### src/verilog/clk_ctl_pkg.sv
`default_nettype none
package clk_ctl_pkg;
    // Register indices behind the index/data port
    localparam logic [7:0] IDX_TV_SYNC = 8'h65;
    localparam logic [7:0] IDX_SEL_ONE = 8'h68;
    localparam logic [7:0] IDX_SEL_TWO = 8'h69;
    localparam logic [7:0] IDX_MEM_NUM = 8'h6A;
    localparam logic [7:0] IDX_MEM_DEN = 8'h6B;
    localparam logic [7:0] IDX_VID_NUM = 8'h6C;
    localparam logic [7:0] IDX_VID_DEN = 8'h6D;

    // Reset values; synthesizer pairs give 40.27 MHz and 28.325 MHz
    localparam logic [7:0] RST_TV_SYNC = 8'h00;
    localparam logic [7:0] RST_SEL_ONE = 8'hC0;
    localparam logic [7:0] RST_SEL_TWO = 8'h80;
    localparam logic [7:0] RST_MEM_NUM = 8'h5A;
    localparam logic [7:0] RST_MEM_DEN = 8'h20;
    localparam logic [7:0] RST_VID_NUM = 8'h5B;
    localparam logic [7:0] RST_VID_DEN = 8'h2E;
    localparam logic [7:0] RD_UNMAPPED = 8'h00;

    // Field positions, TV and sync control
    localparam int TV_HSYNC_SEL_BIT  = 0;
    localparam int TV_SRC_BIT        = 1;
    localparam int TV_SUBCARRIER_BIT = 2;
    localparam int TV_USED_HI        = 3;
    // Field positions, clock select one
    localparam int VIDEO_CLOCK_SOURCE_FIELD_HI     = 7;
    localparam int VIDEO_CLOCK_SOURCE_FIELD_LO     = 6;
    localparam int ISO_BIT      = 5;
    localparam int CHAR8_BIT    = 4;
    localparam int VTRIM_HI     = 3;
    localparam int VTRIM_LO     = 2;
    localparam int MTRIM_HI     = 1;
    localparam int MTRIM_LO     = 0;
    // Field positions, clock select two
    localparam int TVBLANK_BIT    = 7;
    localparam int TDATA_BIT      = 6;
    localparam int LINK_HI        = 5;
    localparam int LINK_LO        = 4;
    localparam int REFRESH_BIT    = 3;
    localparam int SLEEP_SYNC_BIT = 2;
    localparam int VR_HI          = 1;
    localparam int VR_LO          = 0;
    // Field positions, denominators
    localparam int DEN_HI      = 5;
    localparam int PS_DIV2_BIT = 7;
    localparam int PS_DIV4_BIT = 6;

    // Input clock pins, in sampled order
    localparam int SRC_AUX   = 0;
    localparam int SRC_PAL   = 1;
    localparam int SRC_OSC14 = 2;
    localparam int SRC_LEG25 = 3;
    localparam int SRC_LEG28 = 4;
    localparam int SRC_LEG31 = 5;
    localparam int SRC_LEG35 = 6;
    localparam int SRC_SYN_V = 7;
    localparam int SRC_SYN_M = 8;
    localparam int SRC_VID2  = 9;
    localparam int SRC_32K   = 10;
    localparam int SRC_EXTEN = 11;
    localparam int NUM_SRC   = 12;

    // Video clock source field codes
    typedef enum logic [1:0] {
        VSRC_LEGACY = 2'b00,
        VSRC_SYNTH  = 2'b01,
        VSRC_PAL    = 2'b10,
        VSRC_OSC14  = 2'b11
    } vclk_src_t;

    // Panel refresh clock choices
    typedef enum logic [1:0] {
        VR_SECOND   = 2'b00,
        VR_MEM_HALF = 2'b01,
        VR_MEM      = 2'b10,
        VR_PROG     = 2'b11
    } vr_src_t;

    // Panel link clock choices
    typedef enum logic [1:0] {
        LK_VR      = 2'b00,
        LK_VR_INV  = 2'b01,
        LK_HALF    = 2'b10,
        LK_HALF_IN = 2'b11
    } link_src_t;

    // Guard after a clock reprogramming
    localparam int CLK_PERIOD_NS       = 50;
    localparam int SWITCH_GUARD_NS     = 200;
    localparam int SWITCH_GUARD_CYCLES =
        (SWITCH_GUARD_NS + CLK_PERIOD_NS - 1) / CLK_PERIOD_NS;
endpackage : clk_ctl_pkg
`default_nettype wire

### src/verilog/display_clock_select_and_synth.sv
// Overview of operation
// TV clock is aux or PAL reference input divided by four.
// Horizontal sync pin carries ordinary or composite sync by select bit.
// Subcarrier select chooses per-field alternation or free running.
// Video clock from legacy, synthesizer, 17.734, 14.318; aux when enable low.
// ISO bit raises legacy choices to 31.5 and 35.484 MHz.
// Override gives 8-dot character clock, undivided dot clock on panel/TV.
// Two trim fields adjust video and memory clock low time.
// Shared output carries blank, or quarter of programmable video clock.
// Test data source picks index or direct colour data.
// Panel link clock is refresh clock, inverse, half, or inverse half.
// Sleep refresh timed from external 32 KHz or synthesizer memory clock.
// In sleep, select bit picks DPMS suspend or off.
// Internal standby presents DPMS standby syncs automatically.
// Refresh clock select picks secondary, half memory, memory, programmable.
// Without independent refresh the panel clock is the video clock.
// Memory synthesizer uses 8-bit numerator, 6-bit denominator; bits 7:6 reserved.
// Video synthesizer uses numerator over denominator, then post-scaler.
// Post-scaler divides by 1, 2, 4, 8; 4 and 8 need source bit.
// Software halves the denominator when enabling the post-scaler.
// Reset values give 40.27 MHz memory and 28.325 MHz video clocks.
// Clock switches produce no runt pulses downstream; code guards only register writes, not pin-driven source switches.
`timescale 1ns/10ps
`default_nettype none
module display_clock_select_and_synth
    import clk_ctl_pkg::*;
#(
    parameter int GUARD_CYCLES = SWITCH_GUARD_CYCLES
) (
    // Clock and reset
    input  wire logic               clk_i,
    input  wire logic               srst_i,
    // Index/data register port
    input  wire logic               port_data_sel_i,
    input  wire logic               port_wr_i,
    input  wire logic               port_rd_i,
    input  wire logic [7:0]         port_wdata_i,
    output var  logic [7:0]         port_rdata_o,
    // Clock pins, see source order in package
    input  wire logic [NUM_SRC-1:0] clk_pins_i,
    // Same-clock timing and mode inputs
    input  wire logic               hsync_i,
    input  wire logic               vsync_i,
    input  wire logic               csync_i,
    input  wire logic               blank_i,
    input  wire logic               sleep_i,
    input  wire logic               standby_i,
    input  wire logic               indep_refresh_i,
    input  wire logic               panel_or_tv_i,
    input  wire logic [1:0]         legacy_clk_sel_i,
    input  wire logic               seq_8dot_i,
    input  wire logic               seq_dot_div2_i,
    // Derived clocks
    output var  logic               video_clock_o,
    output var  logic               tv_clock_o,
    output var  logic               tv_clock_or_blank_o,
    output var  logic               panel_refresh_clock_o,
    output var  logic               panel_link_clock_o,
    output var  logic               dram_refresh_clock_o,
    // Sync pins
    output var  logic               crt_horiz_sync_pin_o,
    output var  logic               crt_vert_sync_o,
    // Static controls toward timing logic and synthesizers
    output var  logic               char_8dot_o,
    output var  logic               dot_clock_div2_o,
    output var  logic               subcarrier_free_run_o,
    output var  logic               test_data_direct_o,
    output var  logic [1:0]         vclk_trim_o,
    output var  logic [1:0]         mclk_trim_o,
    output var  logic [7:0]         mem_clock_numerator_o,
    output var  logic [5:0]         mem_clock_denominator_o,
    output var  logic [7:0]         vid_clock_numerator_o,
    output var  logic [5:0]         vid_clock_denominator_o,
    output var  logic [1:0]         post_scaler_o
);

    if (GUARD_CYCLES < 1 || GUARD_CYCLES > 7) begin : g_guard_range
        $error("GUARD_CYCLES must lie in 1..7");
    end

    // Whole state of the block
    typedef struct packed {
        logic [NUM_SRC-1:0] s1, s2, s3, f, fp;
        logic [7:0]         idx, rdata, sel_one, sel_two;
        logic [7:0]         mem_num, vid_num, vid_den;
        logic [5:0]         mem_den;
        logic [3:0]         tv_sync;
        logic [2:0]         ps_cnt, hold;
        logic [1:0]         tv_cnt, q_cnt;
        logic               vprog, mhalf, vr_half, vclk, tv_clock, shared;
        logic               vr, link, refresh, hs, vs, char8, div2;
    } state_t;
    state_t q_q, d_d;

    // Register read decode, used only by data reads
    function automatic logic [7:0] read_reg(input logic [7:0] idx,
                                            input state_t     s);
        case (idx)
            IDX_TV_SYNC: read_reg = {4'h0, s.tv_sync};
            IDX_SEL_ONE: read_reg = s.sel_one;
            IDX_SEL_TWO: read_reg = s.sel_two;
            IDX_MEM_NUM: read_reg = s.mem_num;
            // reserved bits read zero
            IDX_MEM_DEN: read_reg = {2'b00, s.mem_den};
            IDX_VID_NUM: read_reg = s.vid_num;
            IDX_VID_DEN: read_reg = s.vid_den;
            default:     read_reg = RD_UNMAPPED;
        endcase
    endfunction : read_reg

    function automatic logic is_mapped(input logic [7:0] idx);
        is_mapped = (idx >= IDX_SEL_ONE && idx <= IDX_VID_DEN)
                    || idx == IDX_TV_SYNC;
    endfunction : is_mapped

    logic [NUM_SRC-1:0] rise;
    logic [1:0]         ps_code;
    logic               data_wr, vp_next, vr_next, vr_rise, gate;

    // Next state
    always_comb begin
        d_d = q_q;
        data_wr = port_wr_i && port_data_sel_i && is_mapped(q_q.idx);

        // Pins pass three flops; a change counts when the last two agree
        d_d.s1 = clk_pins_i;
        d_d.s2 = q_q.s1;
        d_d.s3 = q_q.s2;
        for (int i = 0; i < NUM_SRC; i++) begin
            if (q_q.s2[i] == q_q.s3[i]) begin
                d_d.f[i] = q_q.s3[i];
            end
        end
        d_d.fp = q_q.f;
        rise = q_q.f & ~q_q.fp;

        // Index/data port; unmapped indices ignore writes
        if (port_wr_i && !port_data_sel_i) begin
            d_d.idx = port_wdata_i;
        end
        if (port_rd_i) begin
            d_d.rdata = port_data_sel_i ? read_reg(q_q.idx, q_q) : q_q.idx;
        end
        if (data_wr) begin
            case (q_q.idx)
                IDX_TV_SYNC: d_d.tv_sync = port_wdata_i[TV_USED_HI:0];
                IDX_SEL_ONE: d_d.sel_one = port_wdata_i;
                IDX_SEL_TWO: d_d.sel_two = port_wdata_i;
                IDX_MEM_NUM: d_d.mem_num = port_wdata_i;
                IDX_MEM_DEN: d_d.mem_den = port_wdata_i[DEN_HI:0];
                IDX_VID_NUM: d_d.vid_num = port_wdata_i;
                IDX_VID_DEN: d_d.vid_den = port_wdata_i;
                default:     d_d.idx = q_q.idx;
            endcase
        end

        // any reprogramming parks every derived clock low a while
        if (data_wr) begin
            d_d.hold = 3'(GUARD_CYCLES);
        end else if (q_q.hold != 3'h0) begin
            d_d.hold = q_q.hold - 3'h1;
        end
        gate = (d_d.hold == 3'h0);

        // TV clock from aux or PAL reference, divided by four
        if (q_q.tv_sync[TV_SRC_BIT] ? rise[SRC_PAL] : rise[SRC_AUX]) begin
            d_d.tv_cnt = q_q.tv_cnt + 2'h1;
        end

        // post-scaler; 4 and 8 only with a source bit set
        ps_code = {q_q.vid_den[PS_DIV4_BIT]
                   && (q_q.sel_one[VIDEO_CLOCK_SOURCE_FIELD_HI] || q_q.sel_one[VIDEO_CLOCK_SOURCE_FIELD_LO]),
                   q_q.vid_den[PS_DIV2_BIT]};
        if (rise[SRC_SYN_V]) begin
            d_d.ps_cnt = q_q.ps_cnt + 3'h1;
        end
        // synthesized clock then post-scaled
        case (ps_code)
            2'b00:   vp_next = q_q.f[SRC_SYN_V];
            2'b01:   vp_next = q_q.ps_cnt[0];
            2'b10:   vp_next = q_q.ps_cnt[1];
            default: vp_next = q_q.ps_cnt[2];
        endcase
        d_d.vprog = vp_next;
        // quarter of the programmable clock
        if (vp_next && !q_q.vprog) begin
            d_d.q_cnt = q_q.q_cnt + 2'h1;
        end
        if (rise[SRC_SYN_M]) begin
            d_d.mhalf = ~q_q.mhalf;
        end

        // video clock source; enable pin low forces aux input
        d_d.vclk = q_q.f[SRC_AUX];
        if (q_q.f[SRC_EXTEN]) begin
            case (vclk_src_t'(q_q.sel_one[VIDEO_CLOCK_SOURCE_FIELD_HI:VIDEO_CLOCK_SOURCE_FIELD_LO]))
                VSRC_LEGACY: begin
                    // ISO raises the legacy choices
                    case (legacy_clk_sel_i)
                        2'b00:   d_d.vclk = q_q.sel_one[ISO_BIT]
                                     ? q_q.f[SRC_LEG31] : q_q.f[SRC_LEG25];
                        2'b01:   d_d.vclk = q_q.sel_one[ISO_BIT]
                                     ? q_q.f[SRC_LEG35] : q_q.f[SRC_LEG28];
                        default: d_d.vclk = q_q.f[SRC_AUX];
                    endcase
                end
                VSRC_SYNTH:  d_d.vclk = vp_next;
                VSRC_PAL:    d_d.vclk = q_q.f[SRC_PAL];
                VSRC_OSC14:  d_d.vclk = q_q.f[SRC_OSC14];
                default:     d_d.vclk = q_q.f[SRC_AUX];
            endcase
        end

        // without independent refresh the video clock is used
        if (!indep_refresh_i) begin
            vr_next = d_d.vclk;
        end else begin
            // refresh clock choice
            case (vr_src_t'(q_q.sel_two[VR_HI:VR_LO]))
                VR_SECOND:   vr_next = q_q.f[SRC_VID2];
                VR_MEM_HALF: vr_next = q_q.mhalf;
                VR_MEM:      vr_next = q_q.f[SRC_SYN_M];
                default:     vr_next = vp_next;
            endcase
        end
        vr_rise = vr_next && !q_q.vr;
        if (vr_rise) begin
            d_d.vr_half = ~q_q.vr_half;
        end

        // link clock, only while the enable pin is high
        case (link_src_t'(q_q.sel_two[LINK_HI:LINK_LO]))
            LK_VR:     d_d.link = vr_next;
            LK_VR_INV: d_d.link = ~vr_next;
            LK_HALF:   d_d.link = d_d.vr_half;
            default:   d_d.link = ~d_d.vr_half;
        endcase
        d_d.link = d_d.link && q_q.f[SRC_EXTEN] && gate;

        // low-power refresh from 32 KHz pin or memory clock
        d_d.refresh = ((sleep_i || standby_i)
                       && !q_q.sel_two[REFRESH_BIT])
                      ? q_q.f[SRC_32K] : q_q.f[SRC_SYN_M];

        // ordinary or composite sync on the horizontal pin
        d_d.hs = q_q.tv_sync[TV_HSYNC_SEL_BIT] ? csync_i : hsync_i;
        d_d.vs = vsync_i;
        if (sleep_i) begin
            // suspend stops vertical, off stops both
            d_d.vs = 1'b0;
            if (q_q.sel_two[SLEEP_SYNC_BIT]) begin
                d_d.hs = 1'b0;
            end
        end else if (standby_i) begin
            // standby stops horizontal only
            d_d.hs = 1'b0;
        end

        // override ignores the sequencer's dot and 8-dot bits
        if (q_q.sel_one[CHAR8_BIT] && panel_or_tv_i) begin
            d_d.char8 = 1'b1;
            d_d.div2  = 1'b0;
        end else begin
            d_d.char8 = seq_8dot_i;
            d_d.div2  = seq_dot_div2_i;
        end

        // Clock outputs held low through the guard to avoid runts
        d_d.vclk    = d_d.vclk && gate;
        d_d.vr      = vr_next && gate;
        d_d.tv_clock   = d_d.tv_cnt[1] && gate;
        // blank or quarter programmable clock on the shared pin
        d_d.shared  = q_q.sel_two[TVBLANK_BIT]
                      ? (d_d.q_cnt[1] && gate) : blank_i;
        d_d.refresh = d_d.refresh && gate;
    end

    // State register
    always_ff @(posedge clk_i) begin
        if (srst_i) begin
            q_q         <= '0;
            // default synthesizer settings
            q_q.tv_sync <= RST_TV_SYNC[TV_USED_HI:0];
            q_q.sel_one <= RST_SEL_ONE;
            q_q.sel_two <= RST_SEL_TWO;
            q_q.mem_num <= RST_MEM_NUM;
            q_q.mem_den <= RST_MEM_DEN[DEN_HI:0];
            q_q.vid_num <= RST_VID_NUM;
            q_q.vid_den <= RST_VID_DEN;
        end else begin
            q_q <= d_d;
        end
    end

    // Outputs straight from the state register
    assign port_rdata_o            = q_q.rdata;
    assign video_clock_o           = q_q.vclk;
    assign tv_clock_o              = q_q.tv_clock;
    assign tv_clock_or_blank_o     = q_q.shared;
    assign panel_refresh_clock_o   = q_q.vr;
    assign panel_link_clock_o      = q_q.link;
    assign dram_refresh_clock_o    = q_q.refresh;
    assign crt_horiz_sync_pin_o    = q_q.hs;
    assign crt_vert_sync_o         = q_q.vs;
    assign char_8dot_o             = q_q.char8;
    assign dot_clock_div2_o        = q_q.div2;
    // subcarrier mode and test data source are static levels
    assign subcarrier_free_run_o   = q_q.tv_sync[TV_SUBCARRIER_BIT];
    assign test_data_direct_o      = q_q.sel_two[TDATA_BIT];
    // trim codes go to the delay cells
    assign vclk_trim_o             = q_q.sel_one[VTRIM_HI:VTRIM_LO];
    assign mclk_trim_o             = q_q.sel_one[MTRIM_HI:MTRIM_LO];
    assign mem_clock_numerator_o   = q_q.mem_num;
    assign mem_clock_denominator_o = q_q.mem_den;
    assign vid_clock_numerator_o   = q_q.vid_num;
    assign vid_clock_denominator_o = q_q.vid_den[DEN_HI:0];
    assign post_scaler_o           = q_q.vid_den[PS_DIV2_BIT:PS_DIV4_BIT];
endmodule : display_clock_select_and_synth
`default_nettype wire
### config.mk
export PLATFORM = sky130hd
export DESIGN_NAME = display_clock_select_and_synth
export DESIGN_NICKNAME = d
export VERILOG_FILES = /design/src/verilog/clk_ctl_pkg.sv /design/src/verilog/display_clock_select_and_synth.sv
export SDC_FILE = /design/constraint.sdc
export NUM_CORES = 1
export LEC_CHECK = 0
export BUFFER_PORTS_ARGS = -buffer_cell sky130_fd_sc_hd__buf_2
export CAP_MARGIN = 25
export CORE_MARGIN = 2
export CORE_UTILIZATION = 45
export CTS_CLUSTER_DIAMETER = 80
export CTS_CLUSTER_SIZE = 24
export DETAILED_ROUTE_END_ITERATION = 7
export PLACE_DENSITY = 0.71
export SLEW_MARGIN = 10
export SYNTH_ARGS = -nofsm -noshare
export SYNTH_HDL_FRONTEND = slang
export SYNTH_SLANG_ARGS = --single-unit
### constraint.sdc
create_clock -name clk_i -period 2.9 [get_ports clk_i]
set_input_delay 0.145 -clock clk_i [delete_from_list [all_inputs] [get_ports clk_i]]
set_output_delay 0.145 -clock clk_i [all_outputs]
set_load 0.01 [all_outputs]
**Word level (Yosys, flattened, before mapping)**

Cells that the tools add are included.

- Output and inout port bits: 54
- Bits of input ports: 37
- Bits in registers: 146

- Order comparisons: 2
- Equal/unequal tests: 30
- Add/subtract/negate cells: 4
- Multiplexer cells: 27
- Bitwise operators: 6
- Reduce and logical (&&, ||, !) cells: 40

Operators by type and width:

| kind | count |
|---|---|
| equality test 8 x 7 -> 1 bit (second input constant) | 7 |
| case mux 8 bit (7 select lines) | 1 |
| 2-to-1 mux 8 bit | 4 |
| logical AND 1 bit | 16 |
| AND reduction 2 bit | 7 |
| equality test 1 bit | 12 |
| 2-to-1 mux 1 bit | 12 |
| equality test 2 x 1 -> 1 bit (second input constant) | 5 |
| equality test 2 bit (second input constant) | 5 |
| zero test 2 bit | 5 |
| bitwise AND 9 bit | 1 |
| inverter 9 bit | 1 |
| case mux 1 bit (3 select lines) | 3 |
| greater-or-equal comparator 8 x 7 -> 1 bit (second input constant) | 1 |
| less-or-equal comparator 8 x 7 -> 1 bit (second input constant) | 1 |
| OR reduction 7 bit | 1 |
| 2-to-1 mux 2 bit | 3 |
| 2-to-1 mux 3 bit | 2 |
| adder 2 x 1 -> 2 bit (second input constant) | 2 |
| zero test 1 bit | 4 |
| inverter 1 bit | 4 |
| case mux 1 bit (4 select lines) | 1 |
| OR reduction 2 bit | 2 |
| adder 3 x 1 -> 3 bit (second input constant) | 1 |
| other kinds (6) | 8 |

**Longest topological paths before layout**

- Depth in word-level cells: 13
- Mapped depth: 9

**Worst setup path before layout**

OpenSTA, ideal clock, no wires.

- Path kind: register to register
- From: register q_q[17] (netlist bit)
- To: register q_q (netlist bit tv_clock_or_blank_o)
- Clock period less this slack: 1961 ps
- Arrival: 1891 ps
- Stages on the path, launching flop included: 9
- Slack: 939 ps
- Setup time: 70 ps
- Path through: dfxtp_1 -> inv_1 -> ha_1 -> ha_1 -> nor2b_1 -> mux2i_1 -> or2_2 -> or4b_1 -> a21oi_1

- Longest elaborated chain between the ends: 6
- Elaborated cells on any way between the ends: 7

RTL lines:

| what | RTL line | text |
|---|---|---|
| from (decl) | display_clock_select_and_synth.sv:93 | `state_t q_q, d_d;` |
| subtractor 3 x 1 -> 3 bit or nonzero test 3 bit (tied branches) | display_clock_select_and_synth.sv:161, display_clock_select_and_synth.sv:160 |  |
| 2-to-1 mux 3 bit (*) | display_clock_select_and_synth.sv:160 | `end else if (q_q.hold != 3'h0) begin` |
| 2-to-1 mux 3 bit (*) | display_clock_select_and_synth.sv:158 | `if (data_wr) begin` |
| zero test 3 bit (*) | display_clock_select_and_synth.sv:163 | `gate = (d_d.hold == 3'h0);` |
| logical AND 1 bit (*) | display_clock_select_and_synth.sv:274 | `? (d_d.q_cnt[1] && gate) : blank_i;` |
| 2-to-1 mux 1 bit (*) | display_clock_select_and_synth.sv:274 |  |

Every way passes the cells marked *; elsewhere a longest branch is shown, timed or not.
A chain may end at the register's enable or synchronous reset.

**Final worst setup path**

- From: register q_q[83] (netlist bit)
- To: register q_q (netlist bit vid_clock_numerator_o[1])

- Longest elaborated chain between the ends: 5
- Elaborated cells on any way between the ends: 8

RTL lines:

| what | RTL line | text |
|---|---|---|
| greater-or-equal comparator 8 x 7 -> 1 bit or less-or-equal comparator 8 x 7 -> 1 bit (tied branches) | display_clock_select_and_synth.sv:112 | `is_mapped = (idx >= IDX_SEL_ONE && idx <= IDX_VID_DEN)` |
| logical AND 1 bit | display_clock_select_and_synth.sv:112 |  |
| logical OR 1 bit | display_clock_select_and_synth.sv:113 | `\|\| idx == IDX_TV_SYNC;` |
| logical AND 1 bit | display_clock_select_and_synth.sv:123 | `data_wr = port_wr_i && port_data_sel_i && is_mapped(q_q.idx);` |
| AND reduction 2 bit (no source line) (*) | n/a |  |

Marked as above.

==> results.md <==
- Worst setup EP type: flip-flop
- Clock Pin Slew Worst Setup and Hold Paths: 60 ps
- Post-CTS sizing: 0
- Crit-path cells: a21oi_1, and4b_1, nand3_1, a211o_1
- Critical path arrival: between 2000 and 3000 ps
- Largest net degree at the start of global routing: 71
- # setup viols final: 0
- First-pass GRT wire length: around 22000 µm
- Pleak: 2.80 nW
- Drt total wl: 14000 µm
- Slowest cell on the critical path: dfxtp_1
- Vias per cell: 5.17
- Relative slew slack: a little under three fifths
- Die Ht: 119 µm
- H-Tree Depth: 4
- Remaining DRCs: 0
- Min Tclk post-route: 2330 ps
- RSZ-0062 raised after global routing: no
- CP Class: reg -> reg
- Initial antenna violation count: 0
- Worst-Margin Slew: 669 ps
- Top-count cell post-synth: dfxtp_1
- Nets: 749
- Cells after Synth: 646
- Yosys warnings: 0
- Final Skew: 7.24 ps
- Post-CTS Setup Bufs: 0
- Slew Viols, Final: 0
- Flops & latches, synth: 141
- Synthesized Nets: 687
- Hold Crit Class: in -> reg
- Drt pass-1 iters: 5
- Sequential element share of the synthesized area: 47.1%
- Congestion Overflow GR: 0
- Post-synth ARST share: 0%
- Status: finished, final reports clean
- WHS Path Cells: 2
- Site Rows: 42
- Layout cells sized above 1: 20.7%
- Post-Syn Area: 6000 µm²
- Vias in the first global route: 4435
- Clock sinks: ~140
- Ports: between 90 and 100
- Clk Latency, worst-skew pair: 420 ps
- CTS tree: built
- Final hold violation count: 0
- Setup TNS Final: 0 ps
- Initial core utilization: 45.7%
- Synth top area share: a little under half
- Global Route Usage Sum: ~20%
- Die ar.: between 10000 and 15000 µm²
- Initial DRC count: 282
- Maxcap violations: 0
- Post-synth EDFFs: 0
- Top post-synthesis cells by area: dfxtp_1, mux2i_1, nor2b_1
- # fillers: 1195
- Syn Area/Cell: 9.29 µm²
- R2R setup slack: 570 ps
- TritonCTS buffer count: 17
- Hold buffers post-CTS: 18
- Die extent in x: 119 µm
- Startpoint Class: flip-flop
- Post-layout util: approximately 54%
- PD cells: 642 nW/µm²
- Fmax achieved: 430 MHz
- Vias: 4630
- Crit path max fanout: 13
- Area delta synth->final: 18.3%
- Tcrit/Tclk final: 80.2%
- Leading area contributor after synthesis: dfxtp_1
- Port Buf Inserts: 90
- Synth cell types: 54
- ANT nets after route: 0
- Root Driver: clkbuf_16
- # diodes: 0
- Overall Power: 4.55 mW
- Routability cong.: 0.915
- CP max stage delay: about 550 ps
- Reg2reg path depth: 4
- Post-DP HPWL: 9830 µm
- Post-synth top cells: dfxtp_1, nor2_1, nor2b_1
- DR WL/cell: 15.6 µm
- Core ar.: between 10000 and 15000 µm²
- Top_reg_cell synth: dfxtp_1
- Clock buffer depth: 2
- VDD IR max: 495 µV
- CP required: around 3200 ps
## routing by layer
metal | GRT usage, % | routed length (µm)
met5 | 0 | 0
met4 | 7.65 | 287
met3 | 5.65 | 826
met2 | 34.7 | 7030
met1 | 23.5 | 5870
## cell type report
type	count	area [µm²]	area share (%)
Sequential cell	141	2820	39.8
Multi-Input combinational cell	410	2650	37.4
Timing Repair Buffer	120	723	10.2
Clock buffer	21	470	6.63
Tap cell	176	220	3.10
Clock inverter	10	139	1.96
Inverter	18	67.6	0.953
## final timing paths
check / from / endpoint
worst max-delay path: q_q[83]$_SDFFE_PP0P_ / vid_clock_numerator_o[1]$_SDFFE_PP1P_
worst min-delay path: port_wdata_i[6] / q_q[71]$_SDFFE_PP1P_
worst max register to register: q_q[83]$_SDFFE_PP0P_ / vid_clock_numerator_o[1]$_SDFFE_PP1P_
worst min register to register: d_d[129]$_SDFF_PP0_ / d_d[117]$_SDFF_PP0_
## through the flow
step / setup slack, ps / hold WS, ps / area (µm²) / cells
finish: 574 / 44.7 / 7090 / 896
global route: 414 / 36.4 / 7090 / 896
CTS: 606 / 24.1 / 7090 / 896
detailed placement: 653 / 353 / 6300 / 847
global placement: 606 / 341 / 6300 / 847
floorplan: 939 / 221 / 6000 / 646
## registers in the layout, indices dropped and copies added (netlist names), 2 cells and up
register / flops
d_d: 36
mclk_trim_o: 2
mem_clock_denominator_o: 6
mem_clock_numerator_o: 8
port_rdata_o: 8
post_scaler_o: 2
q_q: 51
vclk_trim_o: 2
vid_clock_denominator_o: 6
vid_clock_numerator_o: 8
## placed cells by master (no fill, tap or decap), types with 7 or more instances in the layout
cell type	instances
buf_4	13
a211o_1	13
inv_1	18
nor2_1	86
clkbuf_16	17
o21ai_0	20
buf_2	89
nor2b_1	64
nand2_1	34
nand3_1	7
a21oi_1	41
mux2i_1	55
a211oi_1	11
dlygate4sd3_1	18
dfxtp_1	141
## power by group
group          total [mW]  switching [mW]  internal, mW
clock network        2.21           0.795          1.41
logic               0.327           0.184         0.143
registers            2.02          0.0307          1.99
total                4.55            1.01          3.54
## worst max-delay path, delay by kind of cell (launching register included)
family	cells	cell delay [ps]
AND/OR/NAND/NOR	2	1060
AO/OA/AOI/OAI	2	590
flip-flops	1	550
## logic make-up (layout without fill, tap and decap cells)
logic type                 count (synthesis)  in the layout  share of synthesized area, %
and+or+nand+nor                          229            229                          19.7
DFF                                      141            141                          47.1
AOI/OAI and AO/OA                        108            108                          12.0
buffers and inverters                     95            169                          8.76
muxes                                     61             61                          10.5
xor gates and xnor gates                   8              8                          1.17
adders and majority gates                  4              4                         0.834
Note: power is estimated with default switching activity, not from simulation.
